--- config.mk ---
export PLATFORM = sky130hd
export DESIGN_NAME = lpd_mode_ctrl
export DESIGN_NICKNAME = d
export VERILOG_FILES = /design/src/design/lpd_mode_ctrl.v /design/src/design/lpd_order_decode.v
export VERILOG_INCLUDE_DIRS = /design/src /design/src/design
export SDC_FILE = /design/constraint.sdc
export NUM_CORES = 1
export LEC_CHECK = 0
export BUFFER_PORTS_ARGS = -buffer_cell sky130_fd_sc_hd__buf_2
export CORE_UTILIZATION = 40
export DETAILED_ROUTE_END_ITERATION = 16
export PLACE_DENSITY = 0.68
export SYNTH_ARGS = -nofsm -noshare
export SYNTH_HDL_FRONTEND = slang
export SYNTH_SLANG_ARGS = --single-unit
--- constraint.sdc ---
create_clock -name aclk -period 2 [get_ports aclk]
set_clock_uncertainty 0.2 [all_clocks]
set_input_delay 0.4 -clock aclk [delete_from_list [all_inputs] [get_ports aclk]]
set_output_delay 0.4 -clock aclk [all_outputs]
set_load 0.005 [all_outputs]
--- src/design/lpd_map.vh ---
// Offsets, field positions, order codes and widths of the light pen mode control
`ifndef LPD_MAP_VH
`define LPD_MAP_VH

// Order byte codes
`define LPD_SET_MODE_BYTE      8'h2A
`define LPD_MC_GATED           8'h84
`define LPD_MC_INHIBIT         8'h85
`define LPD_MC_FREE            8'h86
`define LPD_MC_BRANCH          8'hFD

// Register byte offsets
`define LPD_REG_CTRL           4'h0
`define LPD_REG_STATUS         4'h4
`define LPD_REG_DET_X          4'h8
`define LPD_REG_DET_Y          4'hC

// Control register fields
`define LPD_CTRL_RESUME        0

// Status register fields
`define LPD_ST_ATTENTION       0
`define LPD_ST_UNIT_CHECK      1
`define LPD_ST_HALTED          2
`define LPD_ST_GATED           3
`define LPD_ST_INHIBIT         4
`define LPD_ST_FREE            5
`define LPD_ST_SYNC            6
`define LPD_ST_ACTIVE          7
`define LPD_ST_BLOCK           8
`define LPD_ST_DETECTED        9

// Widths
`define LPD_COORD_W            10
`define LPD_ADDR_W             16

// Bus answers
`define LPD_RESP_OKAY          2'b00
`define LPD_RESP_SLVERR        2'b10

`endif

--- src/design/lpd_mode_ctrl.v ---
// Light pen detect mode control with an AXI4-Lite register slave
`timescale 1ns/1ps
`default_nettype none
`include "lpd_map.vh"

// What this block does
// RQ1 - Gated detect needs closure, then restart, then mode
// RQ2 - One gated detect per tip switch closure
// RQ3 - Gated mode ends only on free or inhibit
// RQ4 - Gated order or restart re-enters gated mode
// RQ5 - Gated detect halts, raises attention and unit check
// RQ6 - Detected beam coordinates held for host reading
// RQ7 - Inhibit suppresses detects until enabling order
// RQ8 - Inhibit order clears gated and free modes
// RQ9 - Free mode detects on any viewed item
// RQ10 - Free detect leaves switch latches untouched
// RQ11 - Free mode ends on restart, gated, inhibit
// RQ12 - Free detect halts, raises attention and unit check
// RQ13 - Free detect blocks branch until restart or gated
// RQ14 - Free mode preserves gated sync and transfer state
// RQ15 - Branch taken when gated conditions met undetected
// RQ16 - Branch taken in free mode without detect
// RQ17 - Orders are set-mode byte plus mode code
// RQ18 - Unmet branch is a four-byte no-operation
module lpd_mode_ctrl (
   input  wire                     aclk,
   input  wire                     aresetn,
   // Order stream from the display order decoder
   input  wire                     order_valid,
   input  wire [7:0]               order_byte,
   input  wire                     regen_timer_restart_order,
   // Light pen
   input  wire                     pen_tip_switch,
   input  wire                     pen_sense,
   // Present beam position
   input  wire [`LPD_COORD_W-1:0]  beam_x,
   input  wire [`LPD_COORD_W-1:0]  beam_y,
   // Regeneration control
   output reg                      regen_halt,
   output reg                      pen_detect,
   output reg                      branch_take,
   output reg                      branch_noop,
   output reg  [`LPD_ADDR_W-1:0]   branch_target,
   // AXI4-Lite slave
   input  wire [3:0]               s_axi_awaddr,
   input  wire                     s_axi_awvalid,
   output reg                      s_axi_awready,
   input  wire [31:0]              s_axi_wdata,
   input  wire [3:0]               s_axi_wstrb,
   input  wire                     s_axi_wvalid,
   output reg                      s_axi_wready,
   output reg  [1:0]               s_axi_bresp,
   output reg                      s_axi_bvalid,
   input  wire                     s_axi_bready,
   input  wire [3:0]               s_axi_araddr,
   input  wire                     s_axi_arvalid,
   output reg                      s_axi_arready,
   output reg  [31:0]              s_axi_rdata,
   output reg  [1:0]               s_axi_rresp,
   output reg                      s_axi_rvalid,
   input  wire                     s_axi_rready
);

   // Decoded order pulses
   wire                   gated_ord;      // Switch-gated detect order
   wire                   inhibit_ord;    // Detect inhibit order
   wire                   free_ord;       // Free-running detect order
   wire                   branch_ord;     // Branch-if-undetected order complete
   wire [`LPD_ADDR_W-1:0] branch_addr;    // Branch target from bytes three and four

   // Mode and latch state
   reg                    gated_mode;     // Switch-gated detect mode
   reg                    inhibit_mode;   // Detects suppressed
   reg                    free_mode;      // Free-running detect mode
   reg                    pen_switch_sync_latch;   // Closure seen, awaiting restart
   reg                    pen_switch_active_latch; // Restart followed closure
   reg                    switch_prev;    // Tip switch of the last cycle
   reg                    branch_block;   // Branch blocked after free detect
   reg                    detected;       // A detect occurred since the last restart, gated order or free order
   reg                    attention;      // Sticky attention status
   reg                    unit_check;     // Sticky unit check status
   reg [`LPD_COORD_W-1:0] det_x;          // Beam X at the detect
   reg [`LPD_COORD_W-1:0] det_y;          // Beam Y at the detect

   // Detect qualifiers
   wire switch_closed_edge;               // Tip switch has just closed
   wire restart;                          // Restart order decoded
   wire gated_hit;                        // Permitted gated detect
   wire free_hit;                         // Permitted free detect
   wire any_hit;                          // Either detect
   wire cond_gated;                       // Gated branch conditions
   wire cond_free;                        // Free branch conditions

   // Bus handshake terms
   wire        wr_go;                     // Write address and data taken
   wire        rd_go;                     // Read address taken
   wire        clr_attention;             // Software clears attention
   wire        clr_unit_check;            // Software clears unit check
   wire        resume;                    // Software releases regeneration
   reg  [31:0] next_rdata;                // Read data for the taken address
   reg  [1:0]  next_rresp;                // Read answer for the taken address

   // Order byte decoder
   lpd_order_decode u_decode (
      .aclk        (aclk),
      .aresetn     (aresetn),
      .order_valid (order_valid),
      .order_byte  (order_byte),
      .gated_ord   (gated_ord),
      .inhibit_ord (inhibit_ord),
      .free_ord    (free_ord),
      .branch_ord  (branch_ord),
      .branch_addr (branch_addr)
   );

   assign restart            = regen_timer_restart_order;
   assign switch_closed_edge = pen_tip_switch & ~switch_prev;

   // Gated detect needs both latches, gated mode and a running display
   assign gated_hit = gated_mode & ~inhibit_mode & pen_switch_active_latch
                      & pen_sense & ~regen_halt; // [RQ1] [RQ7]
   // Free detect ignores the tip switch and restart sync
   assign free_hit  = free_mode & ~inhibit_mode & pen_sense & ~regen_halt; // [RQ9] [RQ7]
   assign any_hit   = gated_hit | free_hit;

   // Branch conditions, evaluated when the four-byte order completes
   assign cond_gated = gated_mode & pen_switch_sync_latch
                       & pen_switch_active_latch & ~detected; // [RQ15]
   assign cond_free  = free_mode & ~branch_block & ~detected; // [RQ16] [RQ13]

   // Tip switch history for closure detection
   always @(posedge aclk) begin
      if (!aresetn) begin
         switch_prev <= 1'b0;
      end else begin
         switch_prev <= pen_tip_switch;
      end
   end

   // Mode register: each order sets its own mode and clears the rivals
   always @(posedge aclk) begin
      if (!aresetn) begin
         gated_mode   <= 1'b1;
         inhibit_mode <= 1'b0;
         free_mode    <= 1'b0;
      end else if (gated_ord || restart) begin
         // Gated order or restart re-enters gated mode
         gated_mode   <= 1'b1; // [RQ4]
         inhibit_mode <= 1'b0; // [RQ7]
         free_mode    <= 1'b0; // [RQ11]
      end else if (inhibit_ord) begin
         gated_mode   <= 1'b0; // [RQ8] [RQ3]
         inhibit_mode <= 1'b1; // [RQ7]
         free_mode    <= 1'b0; // [RQ8] [RQ11]
      end else if (free_ord) begin
         gated_mode   <= 1'b0; // [RQ9] [RQ3]
         inhibit_mode <= 1'b0; // [RQ9]
         free_mode    <= 1'b1; // [RQ9]
      end
   end

   // Switch latches; free mode leaves them alone so gated state survives [RQ10] [RQ14]
   always @(posedge aclk) begin
      if (!aresetn) begin
         pen_switch_sync_latch   <= 1'b0;
         pen_switch_active_latch <= 1'b0;
      end else if (!pen_tip_switch) begin
         // An open switch ends the closure
         pen_switch_sync_latch   <= 1'b0; // [RQ2]
         pen_switch_active_latch <= 1'b0; // [RQ2]
      end else if (gated_hit) begin
         // One gated detect per closure
         pen_switch_sync_latch   <= 1'b0; // [RQ2]
         pen_switch_active_latch <= 1'b0; // [RQ2]
      end else if (branch_ord && cond_gated) begin
         // A taken gated branch also uses up the closure
         pen_switch_sync_latch   <= 1'b0; // [RQ15]
         pen_switch_active_latch <= 1'b0; // [RQ15]
      end else begin
         if (switch_closed_edge) begin
            pen_switch_sync_latch <= 1'b1; // [RQ1]
         end
         // Restart after the closure arms the pen
         if (restart && pen_switch_sync_latch) begin
            pen_switch_active_latch <= 1'b1; // [RQ1]
         end
      end
   end

   // Branch block and detect history
   always @(posedge aclk) begin
      if (!aresetn) begin
         branch_block <= 1'b0;
         detected     <= 1'b0;
      end else begin
         if (free_hit) begin
            branch_block <= 1'b1; // [RQ13]
         end else if (restart || gated_ord) begin
            branch_block <= 1'b0; // [RQ13]
         end
         if (any_hit) begin
            detected <= 1'b1;
         end else if (restart || gated_ord || free_ord) begin
            detected <= 1'b0;
         end
      end
   end

   // Halt, detect pulse and coordinate capture; the halt freezes the scene
   always @(posedge aclk) begin
      if (!aresetn) begin
         regen_halt <= 1'b0;
         pen_detect <= 1'b0;
         det_x      <= 10'h000;
         det_y      <= 10'h000;
      end else begin
         pen_detect <= any_hit;
         if (any_hit) begin
            regen_halt <= 1'b1;   // [RQ5] [RQ12]
            det_x      <= beam_x; // [RQ6]
            det_y      <= beam_y; // [RQ6]
         end else if (resume) begin
            regen_halt <= 1'b0;
         end
      end
   end

   // Branch answer to the order sequencer
   always @(posedge aclk) begin
      if (!aresetn) begin
         branch_take   <= 1'b0;
         branch_noop   <= 1'b0;
         branch_target <= 16'h0000;
      end else begin
         branch_take <= branch_ord & (cond_gated | cond_free); // [RQ15] [RQ16]
         branch_noop <= branch_ord & ~(cond_gated | cond_free); // [RQ18]
         if (branch_ord) begin
            branch_target <= branch_addr; // [RQ15]
         end
      end
   end

   // Interrupt status; a new detect wins over a clear in the same cycle
   always @(posedge aclk) begin
      if (!aresetn) begin
         attention  <= 1'b0;
         unit_check <= 1'b0;
      end else begin
         if (any_hit) begin
            attention <= 1'b1; // [RQ5] [RQ12]
         end else if (clr_attention) begin
            attention <= 1'b0;
         end
         if (any_hit) begin
            unit_check <= 1'b1; // [RQ5] [RQ12]
         end else if (clr_unit_check) begin
            unit_check <= 1'b0;
         end
      end
   end

   // Write side: take address and data together, answer one cycle later
   assign wr_go = s_axi_awvalid & s_axi_wvalid & s_axi_awready & s_axi_wready;
   assign resume = wr_go & (s_axi_awaddr == `LPD_REG_CTRL) & s_axi_wstrb[0]
                   & s_axi_wdata[`LPD_CTRL_RESUME];
   assign clr_attention  = wr_go & (s_axi_awaddr == `LPD_REG_STATUS) & s_axi_wstrb[0]
                           & s_axi_wdata[`LPD_ST_ATTENTION];
   assign clr_unit_check = wr_go & (s_axi_awaddr == `LPD_REG_STATUS) & s_axi_wstrb[0]
                           & s_axi_wdata[`LPD_ST_UNIT_CHECK];

   always @(posedge aclk) begin
      if (!aresetn) begin
         s_axi_awready <= 1'b0;
         s_axi_wready  <= 1'b0;
         s_axi_bvalid  <= 1'b0;
         s_axi_bresp   <= `LPD_RESP_OKAY;
      end else begin
         // Ready pulses only when both halves wait and no answer is pending
         s_axi_awready <= s_axi_awvalid & s_axi_wvalid & ~s_axi_awready
                          & ~s_axi_bvalid;
         s_axi_wready  <= s_axi_awvalid & s_axi_wvalid & ~s_axi_awready
                          & ~s_axi_bvalid;
         if (wr_go) begin
            s_axi_bvalid <= 1'b1;
            if (s_axi_awaddr == `LPD_REG_CTRL || s_axi_awaddr == `LPD_REG_STATUS) begin
               s_axi_bresp <= `LPD_RESP_OKAY;
            end else begin
               // Coordinate registers are read only, others unmapped
               s_axi_bresp <= `LPD_RESP_SLVERR;
            end
         end else if (s_axi_bready) begin
            s_axi_bvalid <= 1'b0;
         end
      end
   end

   // Read data selection
   always @* begin
      next_rdata = 32'h0000_0000;
      next_rresp = `LPD_RESP_OKAY;
      case (s_axi_araddr)
         `LPD_REG_CTRL: begin
            next_rdata = 32'h0000_0000;
         end
         `LPD_REG_STATUS: begin
            next_rdata[`LPD_ST_ATTENTION]  = attention;
            next_rdata[`LPD_ST_UNIT_CHECK] = unit_check;
            next_rdata[`LPD_ST_HALTED]     = regen_halt;
            next_rdata[`LPD_ST_GATED]      = gated_mode;
            next_rdata[`LPD_ST_INHIBIT]    = inhibit_mode;
            next_rdata[`LPD_ST_FREE]       = free_mode;
            next_rdata[`LPD_ST_SYNC]       = pen_switch_sync_latch;
            next_rdata[`LPD_ST_ACTIVE]     = pen_switch_active_latch;
            next_rdata[`LPD_ST_BLOCK]      = branch_block;
            next_rdata[`LPD_ST_DETECTED]   = detected;
         end
         `LPD_REG_DET_X: begin
            next_rdata[`LPD_COORD_W-1:0] = det_x; // [RQ6]
         end
         `LPD_REG_DET_Y: begin
            next_rdata[`LPD_COORD_W-1:0] = det_y; // [RQ6]
         end
         default: begin
            next_rresp = `LPD_RESP_SLVERR;
         end
      endcase
   end

   // Read side: address taken, data one cycle later
   assign rd_go = s_axi_arvalid & s_axi_arready;

   always @(posedge aclk) begin
      if (!aresetn) begin
         s_axi_arready <= 1'b0;
         s_axi_rvalid  <= 1'b0;
         s_axi_rdata   <= 32'h0000_0000;
         s_axi_rresp   <= `LPD_RESP_OKAY;
      end else begin
         s_axi_arready <= s_axi_arvalid & ~s_axi_arready & ~s_axi_rvalid;
         if (rd_go) begin
            s_axi_rvalid <= 1'b1;
            s_axi_rdata  <= next_rdata;
            s_axi_rresp  <= next_rresp;
         end else if (s_axi_rready) begin
            s_axi_rvalid <= 1'b0;
         end
      end
   end

endmodule // lpd_mode_ctrl
`default_nettype wire

--- src/design/lpd_order_decode.v ---
// Order byte decoder: set-mode byte, mode-code byte and branch address bytes
`timescale 1ns/1ps
`default_nettype none
`include "lpd_map.vh"

module lpd_order_decode (
   input  wire                     aclk,
   input  wire                     aresetn,
   input  wire                     order_valid,
   input  wire [7:0]               order_byte,
   output reg                      gated_ord,
   output reg                      inhibit_ord,
   output reg                      free_ord,
   output reg                      branch_ord,
   output reg  [`LPD_ADDR_W-1:0]   branch_addr
);

   // Decoder states
   localparam [1:0] ST_IDLE = 2'd0;   // Waiting for a set-mode byte
   localparam [1:0] ST_MODE = 2'd1;   // Waiting for the mode-code byte
   localparam [1:0] ST_AHI  = 2'd2;   // Waiting for address byte three
   localparam [1:0] ST_ALO  = 2'd3;   // Waiting for address byte four

   reg [1:0] state;                   // Current decoder state

   // Byte sequencer; every order output is a one-cycle pulse
   always @(posedge aclk) begin
      gated_ord   <= 1'b0;
      inhibit_ord <= 1'b0;
      free_ord    <= 1'b0;
      branch_ord  <= 1'b0;
      if (!aresetn) begin
         state       <= ST_IDLE;
         branch_addr <= 16'h0000;
      end else if (order_valid) begin
         case (state)
            ST_IDLE: begin
               // Two-byte orders start with the set-mode byte
               if (order_byte == `LPD_SET_MODE_BYTE) begin // [RQ17]
                  state <= ST_MODE;
               end
            end
            ST_MODE: begin
               state <= ST_IDLE;
               case (order_byte)
                  `LPD_MC_GATED:   gated_ord   <= 1'b1; // [RQ17]
                  `LPD_MC_INHIBIT: inhibit_ord <= 1'b1; // [RQ17]
                  `LPD_MC_FREE:    free_ord    <= 1'b1; // [RQ17]
                  `LPD_MC_BRANCH:  state       <= ST_AHI; // [RQ17]
                  default: begin
                     // Another mode code, not ours
                     if (order_byte == `LPD_SET_MODE_BYTE) begin
                        state <= ST_MODE;
                     end
                  end
               endcase
            end
            ST_AHI: begin
               // Byte three is the high half of the target
               branch_addr[15:8] <= order_byte; // [RQ17]
               state             <= ST_ALO;
            end
            ST_ALO: begin
               // Byte four completes the branch order
               branch_addr[7:0] <= order_byte; // [RQ17]
               branch_ord       <= 1'b1;
               state            <= ST_IDLE;
            end
            default: begin
               state <= ST_IDLE;
            end
         endcase
      end
   end

endmodule // lpd_order_decode
`default_nettype wire

# Word level (Yosys, flattened, before mapping)
# Index checks and enable logic that the tools add are counted.
# totals
ram_bits	0
register_bits	90
inputBits	83
output_inout_bits	61
wordCells	142
latchBits	0
mem_count	0
rom_bits	0
# classes
n_eq_ne	13
n_addsub	0
n_mul	0
n_lt_le_gt_ge	0
n_bitwise	44
shifts	0
n_reduce_logical	26
mux	28
div	0
# op_table
cell	count
8-bit == test, second input constant	4
1-bit bitwise AND	30
10-bit one-hot mux with 3 select lines	1
1-bit two-way mux	22
2-bit nonzero test	8
1-bit NOT	12
4-bit by 3-bit == test with 1-bit output, second input constant	2
4-bit == test, second input constant	2
8-bit by 6-bit == test with 1-bit output, second input constant	1
4-bit logical NOT	2
2-bit one-hot mux with 4 select lines	1
2-bit AND reduction	4
4-bit OR reduction	2
2-bit two-way mux	3
3-bit OR reduction	2
2-bit == test, second input constant	2
2-bit one-hot mux with 2 select lines	1
1-bit logical OR	3
3-bit AND reduction	1
2-bit by 1-bit == test with 1-bit output, second input constant	1
1-bit logical AND	2
2-bit logical NOT	1
2-bit by 1-bit != test with 1-bit output, second input constant	1
1-bit bitwise OR	2
2-bit OR reduction	1

# Depth between registers and ports, before layout
# Gate-level depths: netlist of run 1.
# logic_depth
depth_word	8
depth_mapped	5
mapped_depth_nobuf	3

# Cells and area by module
# Synthesis of run 1 repeated with hierarchy kept, for this count alone.
# unflattened
hier_cells	399
area_unflattened_um2	3639.7
# modules_own_cells
module	area_each_um2	instances	cells_per_inst	seq_area_each_um2
lpd_mode_ctrl	2773.9	1	310	1321.3
lpd_order_decode	865.8	1	89	440.4

# Least setup slack after synthesis of run 1
# No wires, ideal clock.
# synth_timing
path_type	input-to-reg
startpoint	input port s_axi_awaddr[1]
endpoint	register attention
path_slack_ps	396
setup_ps	125
arrival_ps	1278
n_path_buf	0
cell_stages	3
t_required_ps	1675
path_cell_list	or4b_4 a2111oi_2 nor3_1
# synth_between
elab_chain_cells	5
# synth_rtl
element	line	rtl
from (decl)	lpd_mode_ctrl.v:45	input wire [3:0] s_axi_awaddr,
4-bit by 3-bit == test with 1-bit output (no line)	n/a	
1-bit bitwise AND (3 in a row)	lpd_mode_ctrl.v:266	assign clr_attention = wr_go & (s_axi_awaddr == `LPD_REG_STATUS) & s_axi_wstrb[0]
2-bit nonzero test (no line)	n/a	
to (signal assigned)	lpd_mode_ctrl.v:246	attention <= 1'b0;
to (signal assigned)	lpd_mode_ctrl.v:250	attention <= 1'b1;
to (signal assigned)	lpd_mode_ctrl.v:252	attention <= 1'b0;
to (decl)	lpd_mode_ctrl.v:80	reg attention;
# Every way passes these cells.
# A chain may end at the register's enable or synchronous reset.

# Worst setup path after layout of run 1
# layout_timing
startpoint	register inhibit_mode
endpoint	register det_x[3]
# layout_between
elab_chain_cells	6
word_cells_on_any_way	9
classes_between	9 x bitwise
# layout_rtl
element	line	rtl
from (decl)	lpd_mode_ctrl.v:73	reg inhibit_mode;
from (signal assigned)	lpd_mode_ctrl.v:144	inhibit_mode <= 1'b0;
from (signal assigned)	lpd_mode_ctrl.v:149	inhibit_mode <= 1'b0;
from (signal assigned)	lpd_mode_ctrl.v:153	inhibit_mode <= 1'b1;
1-bit NOT *	lpd_mode_ctrl.v:120, lpd_mode_ctrl.v:123	
1-bit bitwise AND (2 in a row)	lpd_mode_ctrl.v:120	assign gated_hit = gated_mode & ~inhibit_mode & pen_switch_active_latch
1-bit bitwise AND (2 in a row)	lpd_mode_ctrl.v:121	& pen_sense & ~regen_halt;
1-bit bitwise OR *	lpd_mode_ctrl.v:124	assign any_hit = gated_hit | free_hit;
to (signal assigned)	lpd_mode_ctrl.v:220	det_x <= beam_x;
to (decl)	lpd_mode_ctrl.v:82	reg [`LPD_COORD_W-1:0] det_x;
# Every way passes the cells marked *; elsewhere a longest branch is shown, timed or not.

==> results.sh, run 1 <==
export IMPL_synth_warnings=0
export IMPL_cts_tree="yes"
export IMPL_critPathKind="reg2reg"
export IMPL_initial_core_util_pct=41.43
export IMPL_postCtsHoldBufs=0
export IMPL_clock_sinks=88
export IMPL_hpwl_um=6008
export IMPL_clock_fmax_mhz=573.1
export IMPL_slew_violations=0
export IMPL_status="completed"
export IMPL_grt_max_degree=36
export IMPL_powerDensity_mw_per_mm2=714.4
export IMPL_worstPathCellList="or3b_1 > o21ai_0 > a21oi_1"
export IMPL_fin_nets=566
export IMPL_clk_path_buf_depth=2
export IMPL_rows=34
export IMPL_wire_per_inst_um=13.90
export IMPL_p_sw_uw=729.3
export IMPL_drv_cap=0
export IMPL_dieArea_sq_mm=0.009418
export IMPL_rr_endpoint="det_x[3]"
export IMPL_cellInternalPower_mw=2.307
export IMPL_placed_area_sq_mm=0.004090
export IMPL_ant_nets=0
export IMPL_pre_cts_ws_ns=0.1990
export IMPL_grt_pass1_wl_um=13750
export IMPL_tightest_slew_ns=0.6349
export IMPL_grtUsageTotal_pct=17.98
export IMPL_gr_total_overflow=0
export IMPL_root_buffer="clkbuf_8"
export IMPL_drive_above_1_share_pct=26.13
export IMPL_syn_avg_cell_area_sq_um=9.034
export IMPL_grt_pass1_vias=2884
export IMPL_synth_top_area_share_pct=48.75
export IMPL_ys_seq_area_share_pct=48.75
export IMPL_crit_path_max_incr_delay_ns=0.68
export IMPL_hold_viol=0
export IMPL_power_share_clock_pct=35.1
export IMPL_endpoint_kind="register"
export IMPL_crit_buf_inv=0
export IMPL_final_min_clock_period_ns=1.745
export IMPL_place_congestion=0.8035
export IMPL_p_leak_nw=1.779
export IMPL_grt_setup_unrepaired="false"
export IMPL_drt_vias_per_instance=5.109
export IMPL_reg2reg_depth=3
export IMPL_core_area_sq_mm=0.008721
export IMPL_critPathRequiredTime_ns=2.03
export IMPL_post_cts_buffers=0
export IMPL_firstDrtPassIters=4
export IMPL_seqPwrFrac_pct=58.3
export IMPL_drtIter0Drc=104
export IMPL_slowest_stage="or3b_1"
export IMPL_fin_ws_ns=0.2550
export IMPL_drc=0
export IMPL_r2r_slack_ns=0.25
export IMPL_slew_headroom_pct=57.67
export IMPL_htreeDepth=3
export IMPL_synth_cell_area_sq_mm=0.003613
export IMPL_ys_ff_latch=88
export IMPL_critPathLaunch="inhibit_mode"
export IMPL_antenna_found_initial=0
export IMPL_yosysUniqueCellTypes=44
export IMPL_worstSetupStartpointType="register"
export IMPL_clk_latency_ns=0.35
export IMPL_setup_violations=0
export IMPL_vias=3035
export IMPL_io_pins=144
export IMPL_ir_drop_v=0.0003848
export IMPL_yosysTopAreaCell="dfxtp_1"
export IMPL_fin_area_sq_mm=0.004250
export IMPL_cp_top_family="simple AND/OR/NAND/NOR gates"
export IMPL_path_max_fanout=21
export IMPL_r2r_start="inhibit_mode"
export IMPL_final_common_cell="dfxtp_1"
export IMPL_portBuffers=86
export IMPL_fin_crit_sh_pct=87.25
export IMPL_synthTopCellsByArea="dfxtp_1, mux2i_1, a21oi_1"
export IMPL_cts_made_buffers=9
export IMPL_area_delta_synth_final_pct=17.62
export IMPL_worst_ep_arrival_time_ns=1.78
export IMPL_pwr_share_comb_pct=6.6
export IMPL_syn_inst=400
export IMPL_num_antenna_cells=0
export IMPL_min_path_type="in2reg"
export IMPL_fp_dieH_um=97.05
export IMPL_crit_cells=3
export IMPL_fin_tns_setup_ns=0
export IMPL_finalWirelength_um=8255
export IMPL_netSwitchingFraction_pct=24.02
export IMPL_postCtsResizedCells=0
export IMPL_crit_end="det_x[3]"
export IMPL_clk_pin_slew_ns=0.09
export IMPL_mostFrequentLayoutCells="dfxtp_1, buf_2, a21oi_1"
export IMPL_fp_dieW_um=97.05
worst reg2reg max path: stages (launching register included):
cell and delay [ns]:
dfxtp_1 0.37, or3b_1 0.68, o21ai_0 0.28, a21oi_1 0.09
cell type report:
type	count	area [sq um]
Fill cell	859	4471
Sequential cell	88	1762
Multi-Input combinational cell	279	1613
Timing Repair Buffer	97	550.5
Clock buffer	10	137.6
Tap cell	108	135.1
Inverter	8	30.03
Clock inverter	4	22.52
per-layer routing:
metal / track usage (%) / up-vias / share of wire [%]
met5: 0 / - / 0
li1: - / 1516 / -
met1: 22.72 / 1409 / 43
met2: 29.52 / 94 / 49
met4: 7.463 / 0 / 1.8
met3: 4.046 / 16 / 5.8
sequential cells by signal (all words and copies together) (netlist names), 10 cells and up, named ones only:
register and count:
branch_target 16, u_decode.branch_addr 16, det_x 10, det_y 10, s_axi_rdata 10
cells in the mapped netlist (all sizes together):
| cell type | number |
|---|---|
| dfxtp | 88 |
| a21oi | 41 |
| buf | 40 |
| nor2 | 36 |
| nand2 | 34 |
| o21ai | 30 |
| mux2i | 24 |
| nand3 | 24 |
| a22oi | 11 |
| mux2 | 10 |
| clkbuf | 8 |
| inv | 8 |
| nor3 | 7 |
| nand2b | 3 |
| nand3b | 3 |
| nand4 | 3 |
| nor3b | 3 |
| a2111oi | 2 |
| and2 | 2 |
| and3 | 2 |
| nor2b | 2 |
| nor4 | 2 |
| nor4b | 2 |
| a211o | 1 |
| a211oi | 1 |
| a21boi | 1 |
| a21o | 1 |
| a311oi | 1 |
| a31oi | 1 |
| and4bb | 1 |
| conb | 1 |
| nand4b | 1 |
| o2111ai | 1 |
| o311ai | 1 |
| o41ai | 1 |
| or3 | 1 |
| or3b | 1 |
| or4b | 1 |
power groups by stage:
stage                     clock, mW  combinational, mW  sequential (mW)
final                          1.06              0.202             1.77
after global placement            0              0.197             1.81
after CTS                      1.08              0.202             1.77
after floorplan                   0              0.133             1.81
after global routing           1.16              0.223             1.77
after detailed placement          0              0.201             1.81
metrics by stage:
step           total power [mW]  util, %  hold WS [ns]  cells
3_3_place_gp              2.007    46.90        0.2268    580
3_5_place_dp              2.013    46.90        0.2416    580
2_1_floorplan             1.943        -        0.2176    423
4_1_cts                   3.053    48.74       0.08329    594
5_1_grt                   3.157    48.74        0.1008    594
6_report                  3.036    48.74       0.09786    594
worst min path at each step:
stage,from,end,slack [ns],cells after the start
global route,beam_y[2],det_y[2],0.10,3
global placement,s_axi_rvalid,s_axi_arready,0.23,1
floorplan,u_decode.inhibit_ord,free_mode,0.22,1
CTS,s_axi_wvalid,s_axi_wready,0.08,3
finish,s_axi_wvalid,s_axi_wready,0.1,3
detailed placement,s_axi_rvalid,s_axi_arready,0.24,1
cells by family (layout without fill, tap and decap cells):
| group | count (synthesis) | after routing | synth area share, % |
|---|---|---|---|
| AO/OA/AOI/OAI | 93 | 93 | 14.96 |
| buffers and inverters | 56 | 119 | 9.003 |
| flip-flops | 88 | 88 | 48.75 |
| multiplexers | 34 | 34 | 9.765 |
| other | 1 | 24 | 0.1038 |
| AND/OR/NAND/NOR | 128 | 128 | 17.42 |
(Power assumes the default switching activity.)
==> inputs of run 2 (changes only) <==
- BUFFER_PORTS_ARGS: -buffer_cell sky130_fd_sc_hd__buf_2 -> default
- CORE_UTILIZATION: 40 -> 55
- DONT_BUFFER_PORTS: default -> 1
- GPL_ROUTABILITY_DRIVEN: default -> 1
- PLACE_DENSITY: 0.68 -> 0.7
==> run 2 against run 1 <==
  * Clock power grew 5%
  * Die area shrank 27%
  * Critical path type unchanged
  * Via count shrank 5.0%
  * Count of clock-buffer cells in the layout is the same
  * Core utilization grew 16 points
  * First-iteration DRC count grew 38%
  * Critical path depth is the same
  * Power grew 0.72%
  * Sequential share of layout area grew 1.4 points
  * Critical endpoint is now det_x[9]
  * Combinational power shrank 11%
  * Routed wire length shrank 3.7%
  * Worst hold slack lost 0.096 ns
==> results.sh, run 2 (synthesized netlist as in run 1, its figures left out) <==
export IMPL_status="completed"
export IMPL_initial_core_util_pct=56.91
export IMPL_final_min_clock_period_ns=1.736
export IMPL_hold_viol=0
export IMPL_core_area_sq_mm=0.006350
export IMPL_slowest_stage="or3b_1"
export IMPL_dieArea_sq_mm=0.006898
export IMPL_crit_end="det_x[9]"
export IMPL_finalWirelength_um=7948
export IMPL_fin_tns_setup_ns=0
export IMPL_grt_max_degree=27
export IMPL_ant_nets=0
export IMPL_vias=2882
export IMPL_fin_util_pct=64.81
export IMPL_clk_path_buf_depth=2
export IMPL_r2r_slack_ns=0.26
export IMPL_slew_headroom_pct=47.49
export IMPL_io_pins=144
export IMPL_root_buffer="clkbuf_8"
export IMPL_drc=0
export IMPL_powerDensity_mw_per_mm2=743.2
export IMPL_cts_tree="yes"
export IMPL_place_congestion=0.7945
export IMPL_clock_fmax_mhz=576.2
export IMPL_fin_nets=509
export IMPL_critPathLaunch="inhibit_mode"
export IMPL_area_delta_synth_final_pct=13.89
export IMPL_firstDrtPassIters=4
export IMPL_reg_top3="branch_target x16, u_decode.branch_addr x16"
export IMPL_crit_path_max_incr_delay_ns=0.67
export IMPL_endpoint_kind="register"
export IMPL_r2r_start="inhibit_mode"
export IMPL_critPathKind="reg2reg"
export IMPL_rr_endpoint="det_x[9]"
export IMPL_clk_pin_slew_ns=0.09
export IMPL_hpwl_um=5232
export IMPL_portBuffers=0
export IMPL_grtUsageTotal_pct=23.40
export IMPL_grt_pass1_wl_um=12920
export IMPL_slew_violations=0
export IMPL_worstSetupStartpointType="register"
export IMPL_p_leak_nw=1.513
export IMPL_fp_dieW_um=83.06
export IMPL_post_cts_buffers=0
export IMPL_path_max_fanout=21
export IMPL_cts_made_buffers=9
export IMPL_clock_sinks=88
export IMPL_drv_cap=0
export IMPL_multi_input_area_sq_mm=0.001613
export IMPL_fp_dieH_um=83.06
export IMPL_worstPathCellList="or3b_1 > o21ai_0 > a21oi_1"
export IMPL_ir_drop_v=0.0005125
export IMPL_final_common_cell="dfxtp_1"
export IMPL_num_antenna_cells=0
export IMPL_postCtsResizedCells=0
export IMPL_wire_per_inst_um=15.65
export IMPL_antenna_found_initial=0
export IMPL_critPathRequiredTime_ns=2.06
export IMPL_drive_above_1_share_pct=9.049
export IMPL_reg2reg_depth=3
export IMPL_grt_pass1_vias=2779
export IMPL_drt_vias_per_instance=5.673
export IMPL_whs_ns=0.001691
export IMPL_htreeDepth=3
export IMPL_worst_ep_arrival_time_ns=1.80
export IMPL_drtIter0Drc=143
export IMPL_register_area_sq_mm=0.001762
export IMPL_fin_crit_sh_pct=86.78
export IMPL_nFillCells=537
export IMPL_mostFrequentLayoutCells="dfxtp_1, a21oi_1, nor2_1"
export IMPL_grt_setup_unrepaired="false"
export IMPL_min_path_type="in2reg"
export IMPL_tightest_slew_ns=0.7860
export IMPL_gr_total_overflow=0
export IMPL_clk_latency_ns=0.36
export IMPL_setup_violations=0
export IMPL_finalPower_mw=3.058
export IMPL_rows=29
-- run 2: cell count changes in the layout (fill, tap and decap cells not counted) --
| cell | previous run | this run |
|---|---|---|
| buf_2 | 86 | 0 |
| dlygate4sd3_1 | 0 | 32 |
| buf_4 | 8 | 3 |
| buf_12 | 3 | 5 |
| inv_6 | 0 | 2 |
| clkbuf_1 | 0 | 1 |
| clkbuf_8 | 10 | 9 |
| clkinv_2 | 3 | 2 |
| clkinv_4 | 0 | 1 |
-- run 2: what timing repair did --
item | 4_1_cts | 5_1_grt
endpoints found under the hold margin | 41 | 2
setup endpoints to repair | 0 | 0
hold buffers | 30 | 2
-- run 2: worst min path at each step --
stage	slack [ns]	start	to	cells past startpoint
floorplan	0.22	u_decode.inhibit_ord	free_mode	1
global placement	0.24	u_decode.inhibit_ord	free_mode	1
detailed placement	0.24	u_decode.inhibit_ord	free_mode	1
CTS	0.00007	order_byte[0]	u_decode.branch_addr[8]	2
global route	0.007	beam_y[5]	det_y[5]	2
finish	0.002	order_byte[3]	u_decode.branch_addr[11]	2
-- run 2: worst max-delay path, delay by kind of cell, from the launching register on --
kind            cells  cell delay, ns
simple gates        1            0.67
compound gates      2            0.38
flops               1            0.37
-- run 2: through the flow --
stage          std cells  worst slack, ns  cell area, sq um
2_1_floorplan        423           0.3965              3700
3_3_place_gp         460           0.2831              3623
3_5_place_dp         460           0.2597              3623
4_1_cts              506           0.2490              4095
5_1_grt              508           0.1417              4115
6_report             508           0.2644              4115
-- run 2: report_power, final --
| part | internal [mW] | total (mW) | switching, mW |
|---|---|---|---|
| Clock | 0.458 | 1.11 | 0.650 |
| Sequential | 1.76 | 1.77 | 0.00948 |
| Combinational | 0.0846 | 0.179 | 0.0946 |
-- run 2: layout make-up --
cell class | instances | area share, %
flip-flops and latches | 88 | 42.81
repair buffers | 40 | 10.76
clock inverters | 6 | 1.064
multi-input cells | 279 | 39.19
inverters | 8 | 0.7297
well taps | 77 | 2.341
clock buffers | 10 | 3.101
-- run 2: metal layers --
layer,global-route usage [%],part of all wire [%]
met1,24.97,40
met4,10.97,2.7
met2,42.03,51
met3,7.058,6.5
met5,0,0
==> inputs of run 3 (changes only) <==
- ABC_AREA: default -> 1
- HOLD_SLACK_MARGIN: default -> 0.1
- RECOVER_POWER: default -> 25
==> run 3 against run 2 <==
  * Clock power about the same
  * Maximum frequency up 1.2%
  * Global-route usage up 1.2 points
  * Routed wire length up 4.3%
  * First-iteration DRC count down 20%
  * Sequential power about the same
  * Sequential share of layout area down 0.74 points
  * Worst hold slack better by 0.13 ns
  * Final cell count up 17%
  * Critical path depth up 1
  * Non-clock buffer count up 10
  * Critical path type is now in2reg
  * Highest routed layer unchanged
==> results.sh, run 3 <==
export IMPL_num_antenna_cells=0
export IMPL_grt_setup_unrepaired="false"
export IMPL_endpoint_kind="register"
export IMPL_area_delta_synth_final_pct=14.94
export IMPL_crit_path_max_incr_delay_ns=0.55
export IMPL_final_common_cell="dfxtp_1"
export IMPL_wire_per_inst_um=13.93
export IMPL_worstSetupStartpointType="input pin"
export IMPL_holdCritStartpoint="order_byte[1]"
export IMPL_ys_ff_latch=88
export IMPL_cellInternalPower_mw=2.334
export IMPL_yosysUniqueCellTypes=25
export IMPL_synth_warnings=0
export IMPL_min_path_type="in2reg"
export IMPL_ant_nets=0
export IMPL_grt_pass1_wl_um=13680
export IMPL_multi_input_area_sq_mm=0.001520
export IMPL_gr_total_overflow=0
export IMPL_pre_cts_ws_ns=0.5148
export IMPL_dieArea_sq_mm=0.006954
export IMPL_reg_top3="branch_target x16, u_decode.branch_addr x16"
export IMPL_register_area_sq_mm=0.001762
export IMPL_clk_pin_slew_ns=0.08
export IMPL_fp_dieW_um=83.39
export IMPL_clock_sinks=88
export IMPL_yosysTopAreaCell="dfxtp_1"
export IMPL_initial_core_util_pct=57.05
export IMPL_clock_fmax_mhz=583.1
export IMPL_place_congestion=0.8031
export IMPL_synth_cell_area_sq_mm=0.003643
export IMPL_finalPower_mw=3.095
export IMPL_root_buffer="clkbuf_8"
export IMPL_ir_drop_v=0.0004418
export IMPL_fp_dieH_um=83.39
export IMPL_cts_made_buffers=9
export IMPL_drtIter0Drc=114
export IMPL_drt_vias_per_instance=5.341
export IMPL_critPathKind="in2reg"
export IMPL_seqPwrFrac_pct=57.2
export IMPL_status="completed"
export IMPL_whs_ns=0.1306
export IMPL_rr_endpoint="branch_target[3]"
export IMPL_portBuffers=0
export IMPL_fin_tns_setup_ns=0
export IMPL_firstDrtPassIters=4
export IMPL_rows=29
export IMPL_slew_headroom_pct=45.38
export IMPL_pwr_share_comb_pct=6.2
export IMPL_min_path_cells=4
export IMPL_holdPathEnd="u_decode.free_ord"
export IMPL_worstPathCellList="dlygate4sd3_1 > nand2_1 > dlygate4sd3_1 > nor4_1"
export IMPL_drc=0
export IMPL_synth_top_area_share_pct=48.35
export IMPL_crit_path_frequent_cell="dlygate4sd3_1"
export IMPL_grt_pass1_vias=2951
export IMPL_yosys_most_used_dff="dfxtp_1"
export IMPL_clk_latency_ns=0.36
export IMPL_syn_avg_cell_area_sq_um=7.606
export IMPL_nFillCells=571
export IMPL_ys_seq_area_share_pct=48.35
export IMPL_drive_above_1_share_pct=7.529
export IMPL_slowest_stage="dlygate4sd3_1"
export IMPL_antenna_found_initial=0
export IMPL_fin_crit_sh_pct=85.74
export IMPL_reg2reg_depth=3
export IMPL_finalWirelength_um=8287
export IMPL_r2r_start="u_decode.branch_ord"
export IMPL_vias=3178
export IMPL_fin_nets=596
export IMPL_cts_tree="yes"
export IMPL_clk_path_buf_depth=2
export IMPL_final_min_clock_period_ns=1.715
export IMPL_path_max_fanout=2
export IMPL_slew_violations=0
export IMPL_hpwl_um=5329
export IMPL_synth_edf_count=0
export IMPL_tightest_slew_ns=0.8192
export IMPL_io_pins=144
export IMPL_power_share_clock_pct=36.6
export IMPL_drv_cap=0
export IMPL_synthTopCellsByArea="dfxtp_1, nand3_1, nand2_1"
export IMPL_synthTopCellsByCount="dfxtp_1, nand2_1, nand3_1"
export IMPL_htreeDepth=3
export IMPL_r2r_slack_ns=0.38
export IMPL_netSwitchingFraction_pct=24.57
export IMPL_worst_ep_arrival_time_ns=1.77
export IMPL_synth_most_common_cell="dfxtp_1"
export IMPL_powerDensity_mw_per_mm2=739.0
export IMPL_async_reset_ff_share_pct=0
export IMPL_critPathRequiredTime_ns=2.05
export IMPL_hold_viol=0
export IMPL_grt_max_degree=40
export IMPL_grtUsageTotal_pct=24.62
export IMPL_fin_ws_ns=0.2851
export IMPL_p_sw_uw=760.4
export IMPL_setup_violations=0
export IMPL_syn_inst=479
export IMPL_p_leak_nw=1.691
export IMPL_core_area_sq_mm=0.006386
export IMPL_mostFrequentLayoutCells="dfxtp_1, nand2_1, nand3_1"
run 3: cell count changes after synthesis, sizes merged, moves of 10 or more:
| cell | previous run | this run |
|---|---|---|
| nand2 | 34 | 80 |
| inv | 8 | 35 |
| mux2i | 24 | 0 |
| a22oi | 11 | 0 |
| mux2 | 10 | 0 |
| nor2 | 36 | 47 |
| a21oi | 41 | 58 |
| nand3 | 24 | 71 |
run 3: logic make-up after synthesis:
logic type / synth area share (%)
flops: 48.35
buf+inv: 12.23
simple gates: 25.93
other cells: 0.1029
compound gates: 13.39
run 3: worst max-delay path, delay by kind of cell:
family | cells | cell delay [ns]
simple gates | 2 | 0.27
buf+inv | 2 | 1.10
run 3: cell type report:
class,count,share of cell area (%)
sequential,88,42.07
multi-input combinational,329,36.30
inverter,35,3.137
timing repair buffer,50,11.89
clock inverter,6,1.016
tap,77,2.301
clock buffer,10,3.287
run 3: metal layers:
layer  share of wire, %  track usage, %  wire length, um  vias up
li1                   -               -                -     1605
met1                 41           29.88             3360     1443
met2                 50           40.83             4176      104
met3                5.6           4.871              463       26
met4                3.5           13.79              287        0
met5                  0               0                0        -
run 3: through the flow:
stage                     instance area, sq um  instances  utilization, %
final                                     4188        595           65.58
after global routing                      4188        595           65.58
after CTS                                 4198        595           65.73
after detailed placement                  3577        536           56.01
after global placement                    3577        536           56.01
after floorplan                           3730        502               -
run 3: worst max path at each step:
stage                     from              to  slack (ns)  depth (start not counted)
2_1_floorplan  s_axi_araddr[1]  s_axi_rdata[9]        0.71                          6
3_3_place_gp   s_axi_araddr[1]  s_axi_rdata[0]        0.53                          6
3_5_place_dp   s_axi_araddr[1]  s_axi_rdata[7]        0.51                          6
4_1_cts           s_axi_wvalid    s_axi_bvalid        0.35                          4
5_1_grt           s_axi_wvalid    s_axi_wready        0.21                          4
6_report          s_axi_wvalid    s_axi_wready        0.29                          4
run 3: what timing repair did:
item                                    CTS  global route
endpoints found under the hold margin    75             0
gates resized for setup                   0             0
endpoints found under the setup margin    0             0
hold buffers                             43             0
buffers inserted                          0             0
run 3: power by group through the flow:
stage / registers, mW / logic (mW) / clock network [mW]
after floorplan: 1.81 / 0.126 / 0
after global placement: 1.81 / 0.100 / 0
after detailed placement: 1.81 / 0.101 / 0
after CTS: 1.77 / 0.189 / 1.15
after global routing: 1.77 / 0.212 / 1.21
final: 1.77 / 0.192 / 1.13
